==> src/shared/dio_defs.svh <==
`ifndef DIO_DEFS_SVH
`define DIO_DEFS_SVH

// ==========================================================
// Register byte offsets
`define OFF_STATUS 8'h00
`define OFF_CLEAR 8'h04
`define OFF_MASK 8'h08
`define OFF_IN_LO 8'h0c
`define OFF_IN_HI 8'h10
`define OFF_OUT_LO 8'h14
`define OFF_OUT_HI 8'h18
`define OFF_MODE8 8'h1c
`define OFF_MODE32 8'h20
`define OFF_PWM_SEL 8'h24
`define OFF_PWM_TIME 8'h28
`define OFF_REV 8'h2c

// ==========================================================
// Status bit positions and reset value
`define ST_RST 0
`define ST_CERR 1
`define ST_STRM 2
`define ST_W 3
`define STATUS_RESET 3'h1
`define CLEAR_BIT 0

// ==========================================================
// Timing
`define CLK_MHZ 200
`define SAMPLE_MS 2
`define DEBOUNCE_MS 10
`define SAMPLE_CYCLES (`SAMPLE_MS * `CLK_MHZ * 1000)
`define DEB_TICKS (`DEBOUNCE_MS / `SAMPLE_MS)

// ==========================================================
// Sizes and firmware revision gate
`define NUM_CH 48
`define PWM_CH_FULL 32
`define PWM_CH_OLD 8
`define FW_REV_DEFAULT 16'h0102
`define FW_REV_32CH 16'h0102

`endif

==> src/shared/dio_pkg.sv <==
package dio_pkg;
   typedef logic [7:0] reg_addr_t;
   typedef logic [31:0] reg_data_t;
   typedef logic [4:0] pwm_ch_t;
   typedef struct packed {
      logic [7:0] off_time;
      logic [7:0] on_time;
   } pwm_time_t;
   typedef enum logic [1:0] {
      DEB_WAIT = 2'b01,
      DEB_RUN = 2'b10
   } deb_state_t;
endpackage

==> src/shared/pwm_mem_if.sv <==
`timescale 1ns/100ps
interface pwm_mem_if;
   import dio_pkg::*;
   logic we;
   pwm_ch_t waddr;
   pwm_time_t wdata;
   pwm_ch_t raddr;
   pwm_time_t rdata;
   modport ctrl (output we, output waddr, output wdata, output raddr, input rdata);
   modport mem (input we, input waddr, input wdata, input raddr, output rdata);
endinterface

==> src/pwm_time_mem.sv <==
`timescale 1ns/100ps
module pwm_time_mem #(
   parameter int DEPTH = 32
) (
   input wire logic i_clk_sys, // System clock
   input wire logic i_rst,     // Async reset, high
   pwm_mem_if.mem bus          // Memory port
);
   import dio_pkg::*;

   pwm_time_t store [DEPTH];

   // ==========================================================
   // Storage, no reset so it can map to RAM
   always_ff @(posedge i_clk_sys) begin
      if (bus.we) begin
         store[bus.waddr] <= bus.wdata;
      end
   end

   // ==========================================================
   // Registered read
   always_ff @(posedge i_clk_sys or posedge i_rst) begin
      if (i_rst) begin
         bus.rdata <= '0;
      end else begin
         bus.rdata <= store[bus.raddr];
      end
   end
endmodule

==> src/dio_port.sv <==
// Behaviour
// - A detected fault in the output serial stream sets a sticky stream fault flag.
// - The stream fault flag holds until the clear flags action, which drops it; here a status write with bit 2 set drops it too.
// - The status word carries the stream fault flag beside the reset and comm error flags.
// - Input reads give 48 channel states, channel 0 in the lsb of byte 0, byte by byte upward.
// - Inputs are sampled each 2 ms tick and reported only after 10 ms of stability; here the first tick after reset reports its sample at once.
// - Input reads show the debounced pin level of every channel whatever its mode.
// - The eight channel mode read gives bit n as the mode of channel n, 1 for PWM.
// - The 32 channel mode read gives channel n at bit n mod 8 of byte n div 8.
// - The 32 channel mode map exists only from revision 1.02; before that only eight PWM channels; here older revisions decode it for channels 0 to 7.
// - Output reads give the 48 programmed driver states packed like the inputs.
// - Output read bits of PWM channels are undefined and must not be relied on.
// - Each PWM channel holds a readable 8 bit on time and 8 bit off time in 2 ms units.
//
// Chosen here: the register addresses and the strobed register port.
`include "dio_defs.svh"
`timescale 1ns/100ps
module dio_port #(
   parameter int SAMPLE_CYCLES = `SAMPLE_CYCLES,
   parameter logic [15:0] FW_REV = `FW_REV_DEFAULT
) (
   input wire logic i_clk_sys,                // System clock, 200 MHz
   input wire logic i_rst,                    // Async reset, high
   input wire dio_pkg::reg_addr_t i_addr,     // Register byte address
   input wire dio_pkg::reg_data_t i_wr_data,  // Write data
   input wire logic i_wr,                     // Write strobe
   input wire logic i_rd,                     // Read strobe
   output dio_pkg::reg_data_t o_rd_data,      // Read data, cycle after strobe
   input wire logic [`NUM_CH-1:0] i_pins,     // Channel pin levels
   input wire logic i_stream_fault,           // Serial driver stream fault
   input wire logic i_comm_error,             // Comm error pulse
   output logic [`NUM_CH-1:0] o_drive,        // Programmed driver states
   output logic [`PWM_CH_FULL-1:0] o_pwm_en,  // Per channel PWM mode
   output logic o_irq                         // Interrupt, high level
);
   import dio_pkg::*;

   localparam logic MODES32_OK = (FW_REV >= `FW_REV_32CH);
   localparam int PWM_CH = MODES32_OK ? `PWM_CH_FULL : `PWM_CH_OLD;
   localparam int TICK_W = $clog2(SAMPLE_CYCLES);
   localparam logic [2:0] DEB_TICKS = 3'(`DEB_TICKS);

   logic [`NUM_CH-1:0] sync1;
   logic [`NUM_CH-1:0] sync2;
   logic [`NUM_CH-1:0] sync3;
   logic [`NUM_CH-1:0] agreed;
   logic [`NUM_CH-1:0] last;
   logic [`NUM_CH-1:0] deb;
   logic [2:0] cnt [`NUM_CH];
   logic [TICK_W-1:0] tick_cnt;
   logic tick;
   deb_state_t deb_state;
   logic flt1;
   logic flt2;
   logic flt3;
   logic flt_agreed;
   logic flt_prev;
   logic fault_evt;
   logic [`ST_W-1:0] status;
   logic [`ST_W-1:0] mask;
   logic [`ST_W-1:0] clr_bits;
   logic clear_act;
   pwm_ch_t pwm_sel;
   logic wr_hit;
   pwm_mem_if pm ();

   function automatic logic hit(input reg_addr_t a, input reg_addr_t off);
      return a == off;
   endfunction

   // ==========================================================
   // Input synchroniser: a change counts once stages 2 and 3 agree
   always_ff @(posedge i_clk_sys or posedge i_rst) begin
      if (i_rst) begin
         sync1 <= '0;
         sync2 <= '0;
         sync3 <= '0;
         agreed <= '0;
      end else begin
         sync1 <= i_pins;
         sync2 <= sync1;
         sync3 <= sync2;
         agreed <= (sync3 & ~(sync2 ^ sync3)) | (agreed & (sync2 ^ sync3));
      end
   end

   // ==========================================================
   // Sample tick
   always_ff @(posedge i_clk_sys or posedge i_rst) begin
      if (i_rst) begin
         tick_cnt <= '0;
         tick <= 1'b0;
      end else if (tick_cnt == TICK_W'(SAMPLE_CYCLES - 1)) begin
         tick_cnt <= '0;
         tick <= 1'b1;
      end else begin
         tick_cnt <= tick_cnt + 1'b1;
         tick <= 1'b0;
      end
   end

   // ==========================================================
   // Debounce, all channels alike regardless of mode
   always_ff @(posedge i_clk_sys or posedge i_rst) begin
      if (i_rst) begin
         deb_state <= DEB_WAIT;
         last <= '0;
         deb <= '0;
         for (int i = 0; i < `NUM_CH; i++) begin
            cnt[i] <= '0;
         end
      end else if (tick) begin
         unique case (deb_state)
            DEB_WAIT: begin
               // First sample seeds the history, no waiting for it
               last <= agreed;
               deb <= agreed;
               deb_state <= DEB_RUN;
            end
            DEB_RUN: begin
               for (int i = 0; i < `NUM_CH; i++) begin
                  if (agreed[i] != last[i]) begin
                     last[i] <= agreed[i];
                     cnt[i] <= '0;
                  end else if (cnt[i] != DEB_TICKS) begin
                     cnt[i] <= cnt[i] + 3'h1;
                     // Six equal samples span the full 10 ms
                     if (cnt[i] == DEB_TICKS - 3'h1) begin
                        deb[i] <= last[i];
                     end
                  end
               end
            end
         endcase
      end
   end

   // ==========================================================
   // Stream fault event, same three stage rule as the pins
   always_ff @(posedge i_clk_sys or posedge i_rst) begin
      if (i_rst) begin
         flt1 <= 1'b0;
         flt2 <= 1'b0;
         flt3 <= 1'b0;
         flt_agreed <= 1'b0;
         flt_prev <= 1'b0;
      end else begin
         flt1 <= i_stream_fault;
         flt2 <= flt1;
         flt3 <= flt2;
         if (flt2 == flt3) begin
            flt_agreed <= flt3;
         end
         flt_prev <= flt_agreed;
      end
   end

   assign fault_evt = flt_agreed & ~flt_prev;
   assign wr_hit = i_wr;
   assign clear_act = wr_hit && hit(i_addr, `OFF_CLEAR) && i_wr_data[`CLEAR_BIT];
   assign clr_bits = clear_act ? {`ST_W{1'b1}} :
                     (wr_hit && hit(i_addr, `OFF_STATUS)) ? i_wr_data[`ST_W-1:0] : '0;

   // ==========================================================
   // Sticky status; a set in the clearing cycle wins
   always_ff @(posedge i_clk_sys or posedge i_rst) begin
      if (i_rst) begin
         status <= `STATUS_RESET;
      end else begin
         status[`ST_RST] <= status[`ST_RST] & ~clr_bits[`ST_RST];
         status[`ST_CERR] <= i_comm_error | (status[`ST_CERR] & ~clr_bits[`ST_CERR]);
         status[`ST_STRM] <= fault_evt | (status[`ST_STRM] & ~clr_bits[`ST_STRM]);
      end
   end

   always_ff @(posedge i_clk_sys or posedge i_rst) begin
      if (i_rst) begin
         mask <= '0;
      end else if (wr_hit && hit(i_addr, `OFF_MASK)) begin
         mask <= i_wr_data[`ST_W-1:0];
      end
   end

   always_ff @(posedge i_clk_sys or posedge i_rst) begin
      if (i_rst) begin
         o_irq <= 1'b0;
      end else begin
         o_irq <= |(status & mask);
      end
   end

   // ==========================================================
   // Programmed driver states
   always_ff @(posedge i_clk_sys or posedge i_rst) begin
      if (i_rst) begin
         o_drive <= '0;
      end else if (wr_hit && hit(i_addr, `OFF_OUT_LO)) begin
         o_drive[31:0] <= i_wr_data;
      end else if (wr_hit && hit(i_addr, `OFF_OUT_HI)) begin
         o_drive[`NUM_CH-1:32] <= i_wr_data[`NUM_CH-33:0];
      end
   end

   // ==========================================================
   // Mode map; older revisions keep the upper channels standard
   always_ff @(posedge i_clk_sys or posedge i_rst) begin
      if (i_rst) begin
         o_pwm_en <= '0;
      end else if (wr_hit && hit(i_addr, `OFF_MODE8)) begin
         o_pwm_en[`PWM_CH_OLD-1:0] <= i_wr_data[`PWM_CH_OLD-1:0];
      end else if (wr_hit && hit(i_addr, `OFF_MODE32)) begin
         if (MODES32_OK) begin
            o_pwm_en <= i_wr_data;
         end else begin
            o_pwm_en[`PWM_CH_OLD-1:0] <= i_wr_data[`PWM_CH_OLD-1:0];
         end
      end
   end

   // ==========================================================
   // PWM time table, one selected channel at a time
   always_ff @(posedge i_clk_sys or posedge i_rst) begin
      if (i_rst) begin
         pwm_sel <= '0;
      end else if (wr_hit && hit(i_addr, `OFF_PWM_SEL)) begin
         // Channels past the supported count wrap into range
         pwm_sel <= i_wr_data[4:0] & pwm_ch_t'(PWM_CH - 1);
      end
   end

   assign pm.we = wr_hit && hit(i_addr, `OFF_PWM_TIME);
   assign pm.waddr = pwm_sel;
   assign pm.wdata = i_wr_data[15:0];
   assign pm.raddr = pwm_sel;

   pwm_time_mem #(
      .DEPTH(`PWM_CH_FULL)
   ) u_pwm_mem (
      .i_clk_sys(i_clk_sys),
      .i_rst(i_rst),
      .bus(pm.mem)
   );

   // ==========================================================
   // Read port, data stands only in the cycle after the strobe
   always_ff @(posedge i_clk_sys or posedge i_rst) begin
      if (i_rst) begin
         o_rd_data <= '0;
      end else if (i_rd) begin
         unique case (i_addr)
            `OFF_STATUS: o_rd_data <= 32'(status);
            `OFF_MASK: o_rd_data <= 32'(mask);
            `OFF_IN_LO: o_rd_data <= deb[31:0];
            `OFF_IN_HI: o_rd_data <= 32'(deb[`NUM_CH-1:32]);
            // PWM channels return the stored value, not the live level
            `OFF_OUT_LO: o_rd_data <= o_drive[31:0];
            `OFF_OUT_HI: o_rd_data <= 32'(o_drive[`NUM_CH-1:32]);
            `OFF_MODE8: o_rd_data <= 32'(o_pwm_en[`PWM_CH_OLD-1:0]);
            `OFF_MODE32: o_rd_data <= o_pwm_en;
            `OFF_PWM_SEL: o_rd_data <= 32'(pwm_sel);
            `OFF_PWM_TIME: o_rd_data <= 32'(pm.rdata);
            `OFF_REV: o_rd_data <= 32'(FW_REV);
            default: o_rd_data <= '0;
         endcase
      end else begin
         o_rd_data <= '0;
      end
   end
endmodule

==> config.mk <==
export PLATFORM = sky130hd
export DESIGN_NAME = dio_port
export DESIGN_NICKNAME = d
export VERILOG_FILES = /design/src/shared/dio_pkg.sv /design/src/shared/pwm_mem_if.sv /design/src/pwm_time_mem.sv /design/src/dio_port.sv
export VERILOG_INCLUDE_DIRS = /design/src /design/src/shared
export SDC_FILE = /design/constraint.sdc
export NUM_CORES = 2
export LEC_CHECK = 0
export BUFFER_PORTS_ARGS = -buffer_cell sky130_fd_sc_hd__buf_2
export CORE_MARGIN = 5
export CORE_UTILIZATION = 55
export DETAILED_ROUTE_END_ITERATION = 10
export HOLD_SLACK_MARGIN = 0.02
export PLACE_DENSITY = 0.77
export SLEW_MARGIN = 5
export SYNTH_ARGS = -nofsm -noshare
export SYNTH_HDL_FRONTEND = slang
export SYNTH_SLANG_ARGS = --single-unit
==> constraint.sdc <==
create_clock -name i_clk_sys -period 19.6 [get_ports i_clk_sys]
set_input_delay 1.96 -clock i_clk_sys [delete_from_list [all_inputs] [get_ports i_clk_sys]]
set_output_delay 1.96 -clock i_clk_sys [all_outputs]
set_load 0.005 [all_outputs]
==> flow_summary.json <==
{
  "regArea_mm2": 0.03038,
  "arrival_ns": 5.15,
  "seq_area_frac_synth_pct": 65.94,
  "track_usage_pct": 24.78,
  "critPathKind": "input port to flip-flop",
  "clock_skew_ns": 0.02996,
  "drc": 0,
  "finish.utilization_pct": 62.59,
  "critPathLaunchType": "input port",
  "power_switching_mw": 1.069,
  "min_path_type": "flip-flop to flip-flop",
  "antenna_found_initial": 8,
  "place_hpwl_um": 70320,
  "cts_tree": "yes",
  "power.density_mw_per_mm2": 93.73,
  "fmax_mhz": 209.7,
  "design_area_mm2": 0.05214,
  "relSlewSlack_pct": 15.47,
  "hold_path.startpoint": "sync1[35]",
  "pwr-share-comb_pct": 4.0,
  "fillers": 5934,
  "fp.coreArea_mm2": 0.08329,
  "synth-seq-cells": 1111,
  "die-area_mm2": 0.08962,
  "yosysMostFrequentCell": "dfrtp_1",
  "first_pass_iters": 7,
  "synthCells": 3131,
  "clk_path_buf_depth": 3,
  "cts_setup_buffers": 0,
  "timing.final.crit_share_pct": 24.33,
  "drt.antenna.violating_nets": 0,
  "synthTopCellsByCount": "597 x dfrtp_1, 512 x edfxtp_1, 225 x nand2_1",
  "syn-num-nets": 3370,
  "timing.critical_path.fanout_max": 29,
  "wl_um": 111700,
  "start_util_pct": 55.29,
  "synth-edff-count": 512,
  "tightest_slew_ns": 1.262,
  "ctsHoldBuffers": 0,
  "die_y_um": 299.4,
  "grt_pass1_wl_um": 170700,
  "seqPwrFrac_pct": 51.7,
  "cts-resized-gates": 0,
  "io_pins": 207,
  "dpl_cell_area_mm2": 0.04837,
  "grt_pass1_vias": 28110,
  "setup_violations": 0,
  "status": "complete, no violations",
  "ys_warn_count": 0,
  "netlist_area_mm2": 0.04605,
  "via_count": 28130,
  "drt-initial-drc-count": 3106,
  "gp_congestion": 0.9187,
  "path_clk_slew_ns": 0.06,
  "syn_avg_cell_area_um2": 14.71,
  "crit_path_start": "i_addr[3]",
  "portBuffers": 206,
  "grt_max_degree": 106,
  "cts_num_sinks": 1111,
  "period_needed_ns": 4.769,
  "finalMaxSlewViolations": 0,
  "internal_power_mw": 3.818,
  "reg2reg_from": "pm.raddr[1]",
  "ir_drop_uv": 101.8,
  "yosysTopAreaCell": "edfxtp_1",
  "hold_viol_final": 0,
  "rows": 106,
  "overflow": 0,
  "cts_htree_levels": 3,
  "clk_latency_ns": 0.69,
  "avgRoutedWirePerCell_um": 24.57,
  "whs_ns": 0.3453,
  "numCtsBuffers": 109,
  "drive_gt1_share_pct": 21.18,
  "fin_setup_tns_ns": 0,
  "fin_nets": 3609,
  "cts-root-buf": "clkbuf_16",
  "clock_power_share_pct": 44.3,
  "r2r_setup_slack_ns": 15.89,
  "synth_top_area_share_pct": 33.38,
  "cp.required_ns": 19.98,
  "multi_input_area_mm2": 0.01459,
  "vias_per_cell": 6.188,
  "die_w_um": 299.4,
  "ys.flop_type": "dfrtp_1",
  "end_kind": "flip-flop",
  "async_reset_ff_share_pct": 53.92,
  "grt_setup_unrepaired": "no",
  "switching_share_pct": 21.87,
  "leakage_nw": 20.37,
  "synth_cell_types": 69,
  "cap_violations": 0,
  "syn_to_final_growth_pct": 13.21,
  "synth_area_leaders": "edfxtp_1 33%, dfrtp_1 32%, mux4_2 6.3%"
}
metal layers:
metal	part of all wire, %	track usage (%)	vias to the layer above
li1	-	-	12260
met3	9.5	5.497	249
met1	39	34.11	14340
met4	3.9	8.601	0
met2	47	39.65	1275
met5	0	0	-
critical path, cell delays in order:
cell and delay, ns:
buf_2 0.59, nor4b_4 0.52, and3_1 0.42, nand3b_1 0.55, nor2_1 0.78, buf_4 0.30
stage by stage:
stage	power (mW)	worst slack, ns	instances
after floorplan	2.664	0.8768	3131
after global placement	2.758	14.37	4339
after detailed placement	2.764	14.29	4339
after CTS	4.912	14.95	4541
after global routing	5.040	14.76	4542
final	4.887	14.83	4545
cells by family (layout without fill, tap and decap cells):
| group | Yosys count | count (layout) | share of synthesized area [%] |
|---|---|---|---|
| simple gates | 607 | 607 | 6.722 |
| xor+xnor | 60 | 60 | 1.141 |
| compound gates | 590 | 590 | 8.526 |
| other cells | 0 | 4 | 0 |
| fa+ha+maj | 194 | 194 | 5.004 |
| flops | 1111 | 1111 | 65.94 |
| buf+inv | 288 | 618 | 2.486 |
| mux | 281 | 281 | 10.18 |
worst paths after layout:
| kind | cells after the start | endpoint |
|---|---|---|
| setup / recovery | 6 | u_pwm_mem.store[14][5] |
| hold / removal | 0 | sync2[35] |
| setup reg to reg | 5 | u_pwm_mem.bus.rdata[11] |
| hold reg to reg | 0 | sync2[35] |
| max in group asynchronous | 4 | sync3[25] |
| min in group asynchronous | 2 | sync2[33] |
power by group through the flow:
| stage | Combinational, mW | Sequential, mW | Clock (mW) |
|---|---|---|---|
| after global routing | 0.212 | 2.53 | 2.30 |
| final | 0.196 | 2.53 | 2.17 |
| after CTS | 0.196 | 2.52 | 2.19 |
| after detailed placement | 0.194 | 2.57 | 0 |
| after floorplan | 0.112 | 2.55 | 0 |
| after global placement | 0.189 | 2.57 | 0 |
registers in the layout, indices dropped and copies added (netlist names), 48 cells and up, named ones only:
signal,flops
cnt,144
sync3,48
deb,48
sync2,48
u_pwm_mem.store,512
sync1,48
o_drive,48
last,48
cell usage in the layout, fill, tap and decap left out, types with 8 or more instances in the layout:
cell,instances
maj3_1,49
mux2_2,100
nand2_1,224
a22o_1,12
nand3b_1,102
o32a_1,48
edfxtp_1,512
a222oi_1,22
a21oi_1,204
buf_4,55
a311o_1,48
dfrtp_1,594
clkbuf_16,110
ha_1,145
and3_1,13
buf_2,206
clkbuf_8,17
mux2_4,28
o22ai_1,48
a22oi_1,72
xnor2_1,53
bufinv_16,12
nand4_1,19
mux2_1,8
nand3_1,63
nor2_1,120
o21ai_0,108
clkinv_2,23
mux4_2,128
inv_1,152
nor3b_1,10
mux2i_1,17
clkbuf_1,14
final cells by class:
cell class | instances | share of cell area [%]
antenna | 4 | 0.01920
clock buffer | 146 | 5.901
clock inverter | 56 | 1.303
inverter | 154 | 1.128
multi-input combinational | 1732 | 27.99
sequential | 1111 | 58.26
tap | 1080 | 2.592
timing repair buffer | 262 | 2.808
(Power assumes the default switching activity.)
